`config.mk`:
```
export PLATFORM = sky130hd
export DESIGN_NAME = tbu_timebase
export DESIGN_NICKNAME = d
export VERILOG_FILES = /design/src/hdl/tbu_pkg.sv /design/src/hdl/tbu_prescaler.sv /design/src/hdl/tbu_period.sv /design/src/hdl/tbu_timebase.sv
export SDC_FILE = /design/constraint.sdc
export NUM_CORES = 1
export LEC_CHECK = 0
export ABC_CLOCK_PERIOD_IN_PS = 4940
export BUFFER_PORTS_ARGS = -buffer_cell sky130_fd_sc_hd__clkbuf_2
export CAP_MARGIN = 20
export CELL_PAD_IN_SITES_DETAIL_PLACEMENT = 0
export CELL_PAD_IN_SITES_GLOBAL_PLACEMENT = 2
export CORE_MARGIN = 2
export CORE_UTILIZATION = 42
export DETAILED_ROUTE_END_ITERATION = 10
export PLACE_DENSITY_LB_ADDON = 0.1
export SYNTH_ARGS = -nofsm -noshare
export SYNTH_HDL_FRONTEND = slang
export SYNTH_SLANG_ARGS = --single-unit
```
`constraint.sdc`:
```
create_clock -name clk_sys -period 4.94 [get_ports clk_sys]
set_clock_uncertainty 0.1 [all_clocks]
set_input_delay 0.741 -clock clk_sys [delete_from_list [all_inputs] [get_ports clk_sys]]
set_output_delay 0.741 -clock clk_sys [all_outputs]
set_load 0.01 [all_outputs]
```
`src/hdl/tbu_pkg.sv`:
```
// Constants shared by the time-base unit: register map, field positions and reset values.
package tbu_pkg;

  // ---------------------------------------------------------------------------
  // Register offsets (byte addresses)
  // ---------------------------------------------------------------------------
  localparam logic [5:0] OFF_COUNT_CONTROL   = 6'h00;
  localparam logic [5:0] OFF_TRIGGER_CONTROL = 6'h04;
  localparam logic [5:0] OFF_IRQ_ENABLE      = 6'h0C;
  localparam logic [5:0] OFF_STATUS          = 6'h10;
  localparam logic [5:0] OFF_EVENT_GEN       = 6'h14;
  localparam logic [5:0] OFF_COUNTER         = 6'h24;
  localparam logic [5:0] OFF_PRESCALER       = 6'h28;
  localparam logic [5:0] OFF_PERIOD          = 6'h2C;

  // ---------------------------------------------------------------------------
  // Field positions
  // ---------------------------------------------------------------------------
  localparam int BIT_COUNTER_RUN       = 0;
  localparam int BIT_UPDATE_INHIBIT    = 1;
  localparam int BIT_UPDATE_SOURCE     = 2;
  localparam int BIT_SINGLE_SHOT       = 3;
  localparam int BIT_PERIOD_BUFFER     = 7;
  localparam int BIT_FLAG_COPY_ENABLE  = 11;
  localparam int BIT_TRIG_SEL_LSB      = 4;
  localparam int BIT_UPDATE_IRQ_EN     = 0;
  localparam int BIT_UPDATE_DMA_EN     = 8;
  localparam int BIT_UPDATE_FLAG       = 0;
  localparam int BIT_SOFT_UPDATE       = 0;
  localparam int BIT_FLAG_COPY         = 31;

  // ---------------------------------------------------------------------------
  // Reset values
  // ---------------------------------------------------------------------------
  localparam logic [15:0] RST_CONTROL   = 16'h0000;
  localparam logic [15:0] RST_PRESCALER = 16'h0000;
  localparam logic [15:0] RST_PERIOD    = 16'hFFFF;
  localparam logic [15:0] RST_COUNTER   = 16'h0000;

  // ---------------------------------------------------------------------------
  // Trigger source codes and access sizes
  // ---------------------------------------------------------------------------
  localparam logic [2:0] TRIG_SOFT_UPDATE = 3'h0;
  localparam logic [2:0] TRIG_ENABLE      = 3'h1;
  localparam logic [2:0] TRIG_UPDATE      = 3'h2;

  localparam logic [1:0] SIZE_BYTE = 2'h0;
  localparam logic [1:0] SIZE_HALF = 2'h1;
  localparam logic [1:0] SIZE_WORD = 2'h2;

endpackage : tbu_pkg

```
`src/hdl/tbu_prescaler.sv`:
```
// Buffered 16-bit prescaler that turns the internal clock into counter ticks.
`timescale 1ns/1ps
`default_nettype none
module tbu_prescaler
  import tbu_pkg::*;
(
  // Clock and reset
  input  wire logic        clk_sys,
  input  wire logic        nrst,
  // Control
  input  wire logic        run,
  input  wire logic        clear,
  input  wire logic        load,
  input  wire logic [15:0] psc_preload,
  // Tick out
  output logic             counter_tick
);

  logic [15:0] psc_active;
  logic [15:0] psc_count;
  logic [15:0] next_psc_active;
  logic [15:0] next_psc_count;

  // A tick falls every (active ratio + 1) enabled cycles.
  assign counter_tick = run && (psc_count == psc_active);

  always_comb begin
    next_psc_active = psc_active;
    next_psc_count  = psc_count;
    if (load) begin
      next_psc_active = psc_preload;
    end
    if (clear) begin
      next_psc_count = 16'h0000;
    end else if (counter_tick) begin
      next_psc_count = 16'h0000;
    end else if (run) begin
      next_psc_count = psc_count + 16'h0001;
    end
  end

  always_ff @(posedge clk_sys or negedge nrst) begin
    if (!nrst) begin
      psc_active <= RST_PRESCALER;
      psc_count  <= RST_PRESCALER;
    end else begin
      psc_active <= next_psc_active;
      psc_count  <= next_psc_count;
    end
  end

endmodule : tbu_prescaler
`default_nettype wire

```
`src/hdl/tbu_period.sv`:
```
// Active period register fed from the period preload, copied always or on update.
`timescale 1ns/1ps
`default_nettype none
module tbu_period
  import tbu_pkg::*;
(
  // Clock and reset
  input  wire logic        clk_sys,
  input  wire logic        nrst,
  // Control
  input  wire logic        period_buffer_enable,
  input  wire logic        load,
  input  wire logic [15:0] period_preload,
  // Active value
  output logic      [15:0] period_active
);

  logic [15:0] next_period_active;

  always_comb begin
    next_period_active = period_active;
    if (!period_buffer_enable || load) begin
      next_period_active = period_preload;
    end
  end

  always_ff @(posedge clk_sys or negedge nrst) begin
    if (!nrst) begin
      period_active <= RST_PERIOD;
    end else begin
      period_active <= next_period_active;
    end
  end

endmodule : tbu_period
`default_nettype wire

```
`src/hdl/tbu_timebase.sv`:
```
// Basic time-base unit: control registers, upcounter, update logic and trigger output.
//
// How it works
// - 16-bit counter counts zero to period, wraps.
// - Prescaler divides clock by value plus one.
// - Prescaler writes take effect at next update.
// - Period preload copied always or at update.
// - Internal enable follows run bit one cycle later.
// - Overflow updates only when not inhibited; reloads.
// - Soft update clears counter and prescaler always.
// - Inhibit blocks update and keeps active prescaler and buffered period.
// - Source select one: only overflow sets flag.
// - Source select zero: any update sets flag.
// - Flag copy appears in counter bit 31.
// - Single shot clears run bit at update.
// - Soft update self-clears; run bit set only by software.
// - Trigger output chosen by trigger source field.
// - Debug halt may freeze counting when selected.
// - Only half-word and word accesses accepted.
// - Counter, period, prescaler accessible while running.
// - Instance holds all its own state.
// - Counter holds while active period is zero.
// - Flag set by hardware, cleared by writing zero.
// - DMA and interrupt requests gated by enables.
`timescale 1ns/1ps
`default_nettype none
module tbu_timebase
  import tbu_pkg::*;
(
  // Clock and reset
  input  wire logic        clk_sys,
  input  wire logic        nrst,
  // Register port
  input  wire logic        reg_wr,
  input  wire logic        reg_rd,
  input  wire logic [5:0]  reg_addr,
  input  wire logic [1:0]  reg_size,
  input  wire logic [31:0] reg_wdata,
  output logic      [31:0] reg_rdata,
  output logic             reg_err,
  // Debug
  input  wire logic        dbg_halt,
  input  wire logic        debug_freeze_select,
  // Events
  output logic             trigger_output,
  output logic             update_irq,
  output logic             update_dma_req
);

  // ---------------------------------------------------------------------------
  // Access decoding
  // ---------------------------------------------------------------------------
  function automatic logic hit(input logic [5:0] addr, input logic [5:0] off);
    hit = (addr == off);
  endfunction : hit

  function automatic logic size_ok(input logic [1:0] size);
    size_ok = (size == SIZE_HALF) || (size == SIZE_WORD);
  endfunction : size_ok

  logic wr_ok;
  logic rd_ok;

  assign wr_ok = reg_wr && size_ok(reg_size);
  assign rd_ok = reg_rd && size_ok(reg_size);

  // ---------------------------------------------------------------------------
  // Register state
  // ---------------------------------------------------------------------------
  logic        counter_run_bit;
  logic        update_inhibit;
  logic        update_source_select;
  logic        single_shot_mode;
  logic        period_buffer_enable;
  logic        flag_copy_enable;
  logic [2:0]  trigger_source_select;
  logic        update_irq_enable;
  logic        update_dma_enable;
  logic        update_flag;
  logic        soft_update_request;
  logic [15:0] prescaler_register;
  logic [15:0] period_register;
  logic [15:0] counter_register;
  logic        counter_enable_internal;

  logic        next_counter_run_bit;
  logic        next_update_inhibit;
  logic        next_update_source_select;
  logic        next_single_shot_mode;
  logic        next_period_buffer_enable;
  logic        next_flag_copy_enable;
  logic [2:0]  next_trigger_source_select;
  logic        next_update_irq_enable;
  logic        next_update_dma_enable;
  logic        next_update_flag;
  logic        next_soft_update_request;
  logic [15:0] next_prescaler_register;
  logic [15:0] next_period_register;
  logic [15:0] next_counter_register;
  logic        next_counter_enable_internal;

  // ---------------------------------------------------------------------------
  // Time-base datapath
  // ---------------------------------------------------------------------------
  logic        run;
  logic        counter_tick;
  logic [15:0] period_active;
  logic        overflow;
  logic        update_event;
  logic        flag_set;

  // Debug halt with debug_freeze_select set only stops the prescaler; registers stay accessible.
  assign run = counter_enable_internal && !(dbg_halt && debug_freeze_select);

  // A zero period blocks the counter so no overflow is ever seen.
  assign overflow = counter_tick && (period_active != 16'h0000)
                    && (counter_register == period_active);

  // Inhibit suppresses the event itself, so neither the prescaler nor a buffered period reloads; an unbuffered period still copies every cycle.
  assign update_event = (overflow || soft_update_request) && !update_inhibit;

  assign flag_set = !update_inhibit
                    && (overflow || (soft_update_request && !update_source_select));

  tbu_prescaler u_prescaler (
    .clk_sys      (clk_sys),
    .nrst         (nrst),
    .run          (run && counter_run_bit),
    .clear        (soft_update_request),
    .load         (update_event),
    .psc_preload  (prescaler_register),
    .counter_tick (counter_tick)
  );

  tbu_period u_period (
    .clk_sys              (clk_sys),
    .nrst                 (nrst),
    .period_buffer_enable (period_buffer_enable),
    .load                 (update_event),
    .period_preload       (period_register),
    .period_active        (period_active)
  );

  // ---------------------------------------------------------------------------
  // Control and preload registers
  // ---------------------------------------------------------------------------
  always_comb begin
    next_counter_run_bit       = counter_run_bit;
    next_update_inhibit        = update_inhibit;
    next_update_source_select  = update_source_select;
    next_single_shot_mode      = single_shot_mode;
    next_period_buffer_enable  = period_buffer_enable;
    next_flag_copy_enable      = flag_copy_enable;
    next_trigger_source_select = trigger_source_select;
    next_update_irq_enable     = update_irq_enable;
    next_update_dma_enable     = update_dma_enable;
    next_prescaler_register    = prescaler_register;
    next_period_register       = period_register;
    next_soft_update_request   = 1'b0;
    // One-pulse completion is the only hardware path that touches the run bit.
    if (update_event && single_shot_mode) begin
      next_counter_run_bit = 1'b0;
    end
    if (wr_ok && hit(reg_addr, OFF_COUNT_CONTROL)) begin
      next_counter_run_bit      = reg_wdata[BIT_COUNTER_RUN];
      next_update_inhibit       = reg_wdata[BIT_UPDATE_INHIBIT];
      next_update_source_select = reg_wdata[BIT_UPDATE_SOURCE];
      next_single_shot_mode     = reg_wdata[BIT_SINGLE_SHOT];
      next_period_buffer_enable = reg_wdata[BIT_PERIOD_BUFFER];
      next_flag_copy_enable     = reg_wdata[BIT_FLAG_COPY_ENABLE];
    end
    if (wr_ok && hit(reg_addr, OFF_TRIGGER_CONTROL)) begin
      next_trigger_source_select = reg_wdata[BIT_TRIG_SEL_LSB +: 3];
    end
    if (wr_ok && hit(reg_addr, OFF_IRQ_ENABLE)) begin
      next_update_irq_enable = reg_wdata[BIT_UPDATE_IRQ_EN];
      next_update_dma_enable = reg_wdata[BIT_UPDATE_DMA_EN];
    end
    if (wr_ok && hit(reg_addr, OFF_EVENT_GEN)) begin
      next_soft_update_request = reg_wdata[BIT_SOFT_UPDATE];
    end
    if (wr_ok && hit(reg_addr, OFF_PRESCALER)) begin
      next_prescaler_register = reg_wdata[15:0];
    end
    if (wr_ok && hit(reg_addr, OFF_PERIOD)) begin
      next_period_register = reg_wdata[15:0];
    end
  end

  always_ff @(posedge clk_sys or negedge nrst) begin
    if (!nrst) begin
      counter_run_bit       <= 1'b0;
      update_inhibit        <= 1'b0;
      update_source_select  <= 1'b0;
      single_shot_mode      <= 1'b0;
      period_buffer_enable  <= 1'b0;
      flag_copy_enable      <= 1'b0;
      trigger_source_select <= 3'h0;
      update_irq_enable     <= 1'b0;
      update_dma_enable     <= 1'b0;
      soft_update_request   <= 1'b0;
      prescaler_register    <= RST_PRESCALER;
      period_register       <= RST_PERIOD;
    end else begin
      counter_run_bit       <= next_counter_run_bit;
      update_inhibit        <= next_update_inhibit;
      update_source_select  <= next_update_source_select;
      single_shot_mode      <= next_single_shot_mode;
      period_buffer_enable  <= next_period_buffer_enable;
      flag_copy_enable      <= next_flag_copy_enable;
      trigger_source_select <= next_trigger_source_select;
      update_irq_enable     <= next_update_irq_enable;
      update_dma_enable     <= next_update_dma_enable;
      soft_update_request   <= next_soft_update_request;
      prescaler_register    <= next_prescaler_register;
      period_register       <= next_period_register;
    end
  end

  // ---------------------------------------------------------------------------
  // Counter, internal enable and update flag
  // ---------------------------------------------------------------------------
  always_comb begin
    next_counter_enable_internal = counter_run_bit;
    next_counter_register        = counter_register;
    next_update_flag             = update_flag;
    // Soft update outranks a software write, which outranks counting.
    if (soft_update_request) begin
      next_counter_register = 16'h0000;
    end else if (wr_ok && hit(reg_addr, OFF_COUNTER)) begin
      next_counter_register = reg_wdata[15:0];
    end else if (overflow) begin
      next_counter_register = 16'h0000;
    end else if (counter_tick && (period_active != 16'h0000)) begin
      next_counter_register = counter_register + 16'h0001;
    end
    if (wr_ok && hit(reg_addr, OFF_STATUS) && !reg_wdata[BIT_UPDATE_FLAG]) begin
      next_update_flag = 1'b0;
    end
    // A new event in the clearing cycle is kept.
    if (flag_set) begin
      next_update_flag = 1'b1;
    end
  end

  always_ff @(posedge clk_sys or negedge nrst) begin
    if (!nrst) begin
      counter_enable_internal <= 1'b0;
      counter_register        <= RST_COUNTER;
      update_flag             <= 1'b0;
    end else begin
      counter_enable_internal <= next_counter_enable_internal;
      counter_register        <= next_counter_register;
      update_flag             <= next_update_flag;
    end
  end

  // ---------------------------------------------------------------------------
  // Outputs: trigger, requests and read data
  // ---------------------------------------------------------------------------
  logic        next_trigger_output;
  logic        next_update_irq;
  logic        next_update_dma_req;
  logic [31:0] next_reg_rdata;
  logic        next_reg_err;

  always_comb begin
    case (trigger_source_select)
      TRIG_SOFT_UPDATE: next_trigger_output = soft_update_request;
      TRIG_ENABLE:      next_trigger_output = counter_enable_internal;
      TRIG_UPDATE:      next_trigger_output = update_event;
      default:          next_trigger_output = 1'b0;
    endcase
    next_update_irq     = next_update_flag && update_irq_enable;
    next_update_dma_req = flag_set && update_dma_enable;
    next_reg_err        = (reg_wr || reg_rd) && !size_ok(reg_size);
    next_reg_rdata      = 32'h0000_0000;
    if (rd_ok) begin
      case (reg_addr)
        OFF_COUNT_CONTROL: begin
          next_reg_rdata[BIT_COUNTER_RUN]      = counter_run_bit;
          next_reg_rdata[BIT_UPDATE_INHIBIT]   = update_inhibit;
          next_reg_rdata[BIT_UPDATE_SOURCE]    = update_source_select;
          next_reg_rdata[BIT_SINGLE_SHOT]      = single_shot_mode;
          next_reg_rdata[BIT_PERIOD_BUFFER]    = period_buffer_enable;
          next_reg_rdata[BIT_FLAG_COPY_ENABLE] = flag_copy_enable;
        end
        OFF_TRIGGER_CONTROL: begin
          next_reg_rdata[BIT_TRIG_SEL_LSB +: 3] = trigger_source_select;
        end
        OFF_IRQ_ENABLE: begin
          next_reg_rdata[BIT_UPDATE_IRQ_EN] = update_irq_enable;
          next_reg_rdata[BIT_UPDATE_DMA_EN] = update_dma_enable;
        end
        OFF_STATUS: begin
          next_reg_rdata[BIT_UPDATE_FLAG] = update_flag;
        end
        OFF_COUNTER: begin
          next_reg_rdata[15:0]          = counter_register;
          next_reg_rdata[BIT_FLAG_COPY] = flag_copy_enable && update_flag;
        end
        OFF_PRESCALER: begin
          next_reg_rdata[15:0] = prescaler_register;
        end
        OFF_PERIOD: begin
          next_reg_rdata[15:0] = period_register;
        end
        default: begin
          next_reg_rdata = 32'h0000_0000;
        end
      endcase
    end
  end

  always_ff @(posedge clk_sys or negedge nrst) begin
    if (!nrst) begin
      trigger_output <= 1'b0;
      update_irq     <= 1'b0;
      update_dma_req <= 1'b0;
      reg_rdata      <= 32'h0000_0000;
      reg_err        <= 1'b0;
    end else begin
      trigger_output <= next_trigger_output;
      update_irq     <= next_update_irq;
      update_dma_req <= next_update_dma_req;
      reg_rdata      <= next_reg_rdata;
      reg_err        <= next_reg_err;
    end
  end

endmodule : tbu_timebase
`default_nettype wire

```
# ---- After elaboration in Yosys (flattened, before gate mapping)
# Cells that the tools add are included.
# Widths: inputs -> output; s select.
dict set report word_totals {
  ff_bits 146
  output_inout_bits 36
  wordCells 103
}
dict set report classes {
  add_sub_neg 2
  n_eq_ne 13
  n_mux 23
  n_reduce_logical 42
}
# op count
set op_table {}
lappend op_table {{$mux 16} 7}
lappend op_table {{$add 16x1->16 const B} 2}
lappend op_table {{$eq 16x16->1} 2}
lappend op_table {{$mux 32} 1}
lappend op_table {{$logic_and 1x1->1} 25}
lappend op_table {{$pmux 3 s4} 2}
lappend op_table {{$eq 6x6->1 const B} 3}
lappend op_table {{$reduce_bool 16->1} 1}
lappend op_table {{$eq 6x5->1 const B} 2}
lappend op_table {{$pmux 1 s4} 3}
lappend op_table {{$pmux 4 s3} 1}
lappend op_table {{$eq 6x3->1 const B} 1}
lappend op_table {{$eq 6x4->1 const B} 1}
lappend op_table {{$logic_not 1->1} 6}
lappend op_table {{$logic_not 6->1} 1}
lappend op_table {{$mux 1} 6}
lappend op_table {{$pmux 1 s6} 1}
lappend op_table {{$pmux 2 s3} 1}
lappend op_table {{$logic_or 1x1->1} 5}
lappend op_table {{$reduce_bool 4->1} 1}
lappend op_table {{$eq 3x1->1 const B} 1}
lappend op_table {{$eq 3x2->1 const B} 1}
lappend op_table {{$logic_not 3->1} 1}
lappend op_table {{$pmux 1 s3} 1}
lappend op_table {{4 further kinds} 4}

# ---- Longest topological paths before layout
dict set report logic_depth {
  word_depth 12
  depth_mapped 11
  depth_no_buf 8
}

# ---- Modules after synthesis
# From an unflattened synthesis, not the netlist that was laid out.
dict set report unflattened {
  cells_unflattened 602
  hier_area_um2 6911.6
}
# module n_inst cells_per_inst area_each_um2 seq_area_each_um2
set modules_own_cells {}
lappend modules_own_cells {tbu_timebase 1 427 4580.6 2097.0}
lappend modules_own_cells {tbu_prescaler 1 140 1647.8 800.8}
lappend modules_own_cells {tbu_period 1 35 683.2 420.4}

# ---- Worst setup path before layout
# Ideal clock, no wire load.
dict set report synth_timing {
  path_type {input to register}
  start {input reg_addr[1]}
  end {register counter_run_bit}
  t_arrival_ns 2.497
  slack_ns 2.219
  stages 6
  n_path_buf 1
  path_cell_list {or3_1 or3_1 nor2_1 and2_1 clkbuf_1 mux2_2}
}
dict set report synth_via {
  elab_chain_cells 3
}
# element line_no
set synth_lines {}
lappend synth_lines {{start, declared} tbu_timebase.sv:36} ;# input wire logic [5:0] reg_addr,
lappend synth_lines {{$logic_not 6->1 *} tbu_timebase.sv:54} ;# hit = (addr == off);
lappend synth_lines {{$logic_and 1x1->1 *} tbu_timebase.sv:164} ;# if (wr_ok && hit(reg_addr, OFF_COUNT_CONTROL)) begin
lappend synth_lines {{$mux 1 / $reduce_bool 2->1 (equally long branches)} -}
lappend synth_lines {{end signal, assigned} tbu_timebase.sv:205} ;# counter_run_bit <= next_counter_run_bit;
lappend synth_lines {{end, declared} tbu_timebase.sv:70} ;# logic counter_run_bit;
# Every way passes the cells marked *; elsewhere a longest branch is shown, timed or not.
# A chain may end at the register's enable or synchronous reset.

# ---- Final worst setup path
dict set report layout_timing {
  start {register counter_register[6]}
  end {register u_period.period_active[4]}
}
dict set report layout_via {
  elab_chain_cells 5
}
# element line_no
set layout_lines {}
lappend layout_lines {{start, declared} tbu_timebase.sv:83} ;# logic [15:0] counter_register;
lappend layout_lines {{start signal, assigned} tbu_timebase.sv:253} ;# counter_register <= next_counter_register;
lappend layout_lines {{$eq 16x16->1} tbu_timebase.sv:117} ;# && (counter_register == period_active);
lappend layout_lines {{$logic_and 1x1->1} tbu_timebase.sv:117}
lappend layout_lines {{$logic_or 1x1->1} tbu_timebase.sv:120} ;# assign update_event = (overflow || soft_update_request) && !update_inhibit;
lappend layout_lines {{$logic_and 1x1->1} tbu_timebase.sv:120}
lappend layout_lines {{$logic_or 1x1->1} tbu_period.sv:22} ;# if (!period_buffer_enable || load) begin
lappend layout_lines {{end signal, assigned} tbu_period.sv:31} ;# period_active <= next_period_active;
lappend layout_lines {{end, declared} tbu_period.sv:15} ;# output logic [15:0] period_active
# No other way between the ends.

==> impl_metrics.tcl <==
set metrics [dict create \
    finalMaxSlewViolations 0 \
    rr_worst_depth 7 \
    ys_types 59 \
    synthesis.area_um2 6691 \
    dpl.hpwl_um 12880 \
    cp-endpoint "u_period.period_active[4]" \
    worstPathArrival_ns 3.05 \
    final_common_cell "dfrtp_1" \
    hold_violations 0 \
    post_cts_buffers 0 \
    fin_ws_ns 2.117 \
    cts_sinks 131 \
    port_buffers 50 \
    synthFlopType "dfrtp_1" \
    place.gp.congestion 0.8397 \
    cts_tree "yes" \
    internal_power_w 0.001970 \
    maxSlewHeadroom 0.3700 \
    clk_path_buf_depth 2 \
    synthesis.instances 595 \
    cp.depth 7 \
    crit_path_end_kind "flop" \
    wl_um 18150 \
    grt_pass1_wl_um 27880 \
    first_global_vias 4776 \
    final_cell_mix "dfrtp_1 (99), mux2_2 (81), nor2_1 (56)" \
    r2r-end "u_period.period_active[4]" \
    fmax_ghz 0.3542 \
    startpoint "counter_register[6]" \
    die_h_um 130.2 \
    cp.buffers_inverters 0 \
    grt_antenna_before_repair 1 \
    ios 82 \
    crit_path_top_delay_cell "dfrtp_1" \
    htreeDepth 4 \
    tightestPinTransition_ns 0.9450 \
    rows 46 \
    seq_power_share 0.468 \
    swShare 0.2463 \
    finalPower_w 0.002614 \
    r2r_slack_ns 2.12 \
    worstReg2RegStart "counter_register[6]" \
    hold_class "in2async" \
    initial_utilization 0.4259 \
    antenna_cells 0 \
    drtIter0Drc 279 \
    die_area_um2 16960 \
    drive_above_1_share 0.3369 \
    area_delta_synth_final_pct 13.67 \
    die_x_um 130.2 \
    synth_edf_count 0 \
    period_needed_ns 2.823 \
    first_pass_iters 5 \
    p_clk_frac 0.437 \
    powerDensity_nw_per_um2 343.7 \
    gr-total-overflow 0 \
    pre_cts_ws_ns 1.658 \
    postCtsHoldBufs 0 \
    fin_crit_sh 0.5715 \
    cts_root_buf "clkbuf_16" \
    synth.avg_cell_area_um2 11.25 \
    crit_fanout 16 \
    path_delay_family "simple AND/OR/NAND/NOR gates" \
    synth-seq-cells 131 \
    cts-resized-gates 0 \
    core-area_um2 15710 \
    async_flop_share 1.000 \
    slowest_delay_ns 0.46 \
    grt_max_degree 95 \
    clkTransAtPathRegs_ns 0.06 \
    fin_setup_tns_ns 0 \
    setup_violations 0 \
    max-cap-violations 0 \
    hold_slack_ns 0.3395 \
    synth.yosys.warnings 0 \
    irDropWorstVdd_v 0.0002498 \
    p_leak_nw 3.536 \
    path_cells "xor2_1 -> nor4_2 -> nand4_2 -> and3b_2 -> o21ba_1 -> nand2b_4 -> mux2_2" \
    path_class "reg2reg" \
    drt-wirelength-per-cell_um 20.81 \
    routed-via-count 4826 \
    required_ns 5.17 \
    clock_latency_ns 0.41 \
    status "finished, final reports clean" \
    drc 0 \
    nNetsFinal 691 \
    vias_per_cell 5.534 \
    p_sw_w 0.0006437 \
    crit_path_start_kind "flop" \
    final_util 0.4841 \
    cts-buffers-inserted 17 \
    antenna_left 0 \
    synth_seq_area_share 0.4959 \
    grt_util_all_layers 0.2237 \
    rsz0062_at_grt "false" \
    pwr-share-comb 0.094 \
]
## power by group through the flow
| stage | combinational [W] | sequential [W] | clock [W] |
|---|---|---|---|
| after floorplan | 0.000177 | 0.00121 | 0 |
| after global placement | 0.000242 | 0.00124 | 0 |
| after detailed placement | 0.000247 | 0.00124 | 0 |
| after CTS | 0.000248 | 0.00122 | 0.00117 |
| after global routing | 0.000270 | 0.00123 | 0.00122 |
| final | 0.000246 | 0.00122 | 0.00114 |
## kinds of logic (layout without fill, tap and decap cells)
kind of cell / count (synthesis) / in the layout / share of synthesized area
fa+ha+maj: 2 / 2 / 0.003739
flops: 131 / 131 / 0.4959
simple gates: 180 / 180 / 0.1386
buf+inv: 46 / 93 / 0.04244
other cells: 1 / 15 / 0.0005604
mux: 93 / 93 / 0.1617
compound gates: 98 / 98 / 0.09948
xor+xnor: 44 / 44 / 0.05759
## worst reg2reg max path: cells and delay by family (launching register included)
family	cells	cell delay [ns]
AOI/OAI and AO/OA	1	0.16
xor gates and xnor gates	1	0.20
DFF	1	0.46
muxes	1	0.40
and+or+nand+nor	4	1.42
## metrics by stage
step	cell area, µm²	std cells
6_report	7606	872
5_1_grt	7606	872
4_1_cts	7591	871
3_5_place_dp	7051	839
3_3_place_gp	7051	839
2_1_floorplan	6744	609
## final cells by class
type                    instances  area, µm²
fillers                      1477       8107
flip-flops and latches        131       3318
clock inverters                 5      27.53
multi-input cells             432       3142
inverters                       3      11.26
clock buffers                  27      513.0
well taps                     216      270.3
repair buffers                 58      324.1
## worst min path at each step
stage | from | endpoint | slack (ns) | depth (start not counted)
global route | nrst | counter_register[1] | 0.40 | 1
floorplan | counter_run_bit | counter_enable_internal | 0.33 | 0
CTS | nrst | counter_register[7] | 0.36 | 1
global placement | update_dma_enable | update_dma_req | 0.40 | 1
finish | nrst | counter_register[1] | 0.34 | 1
detailed placement | update_dma_enable | update_dma_req | 0.40 | 1
## cells in the mapped netlist (all sizes together) (16+ instances only)
cell type | instances | share of area
nand3 | 19 | 0.014
a22oi | 19 | 0.021
dfrtp | 99 | 0.37
xor2 | 33 | 0.043
clkbuf | 17 | 0.0097
mux2 | 91 | 0.16
dfstp | 32 | 0.13
o21ai | 17 | 0.013
nor3 | 16 | 0.012
buf | 26 | 0.031
a21oi | 17 | 0.013
nand2 | 36 | 0.020
nor2 | 56 | 0.031
## routing by layer
metal | global-route usage | share of wire | up-vias
met5 | 0 | 0 | -
met4 | 0.07147 | 0.019 | 0
met3 | 0.04346 | 0.036 | 21
met2 | 0.3542 | 0.48 | 133
met1 | 0.3111 | 0.46 | 2452
li1 | - | - | 2220
## flip-flops by register name (all words and copies together), names as in the netlist, 3 cells and up
register and count:
prescaler_register 16, trigger_source_select 3, period_register 16, counter_register 16, reg_rdata 17, u_prescaler.psc_count 16
u_prescaler.psc_active 16, u_period.period_active 16
Power figures use the tool's default switching activity.
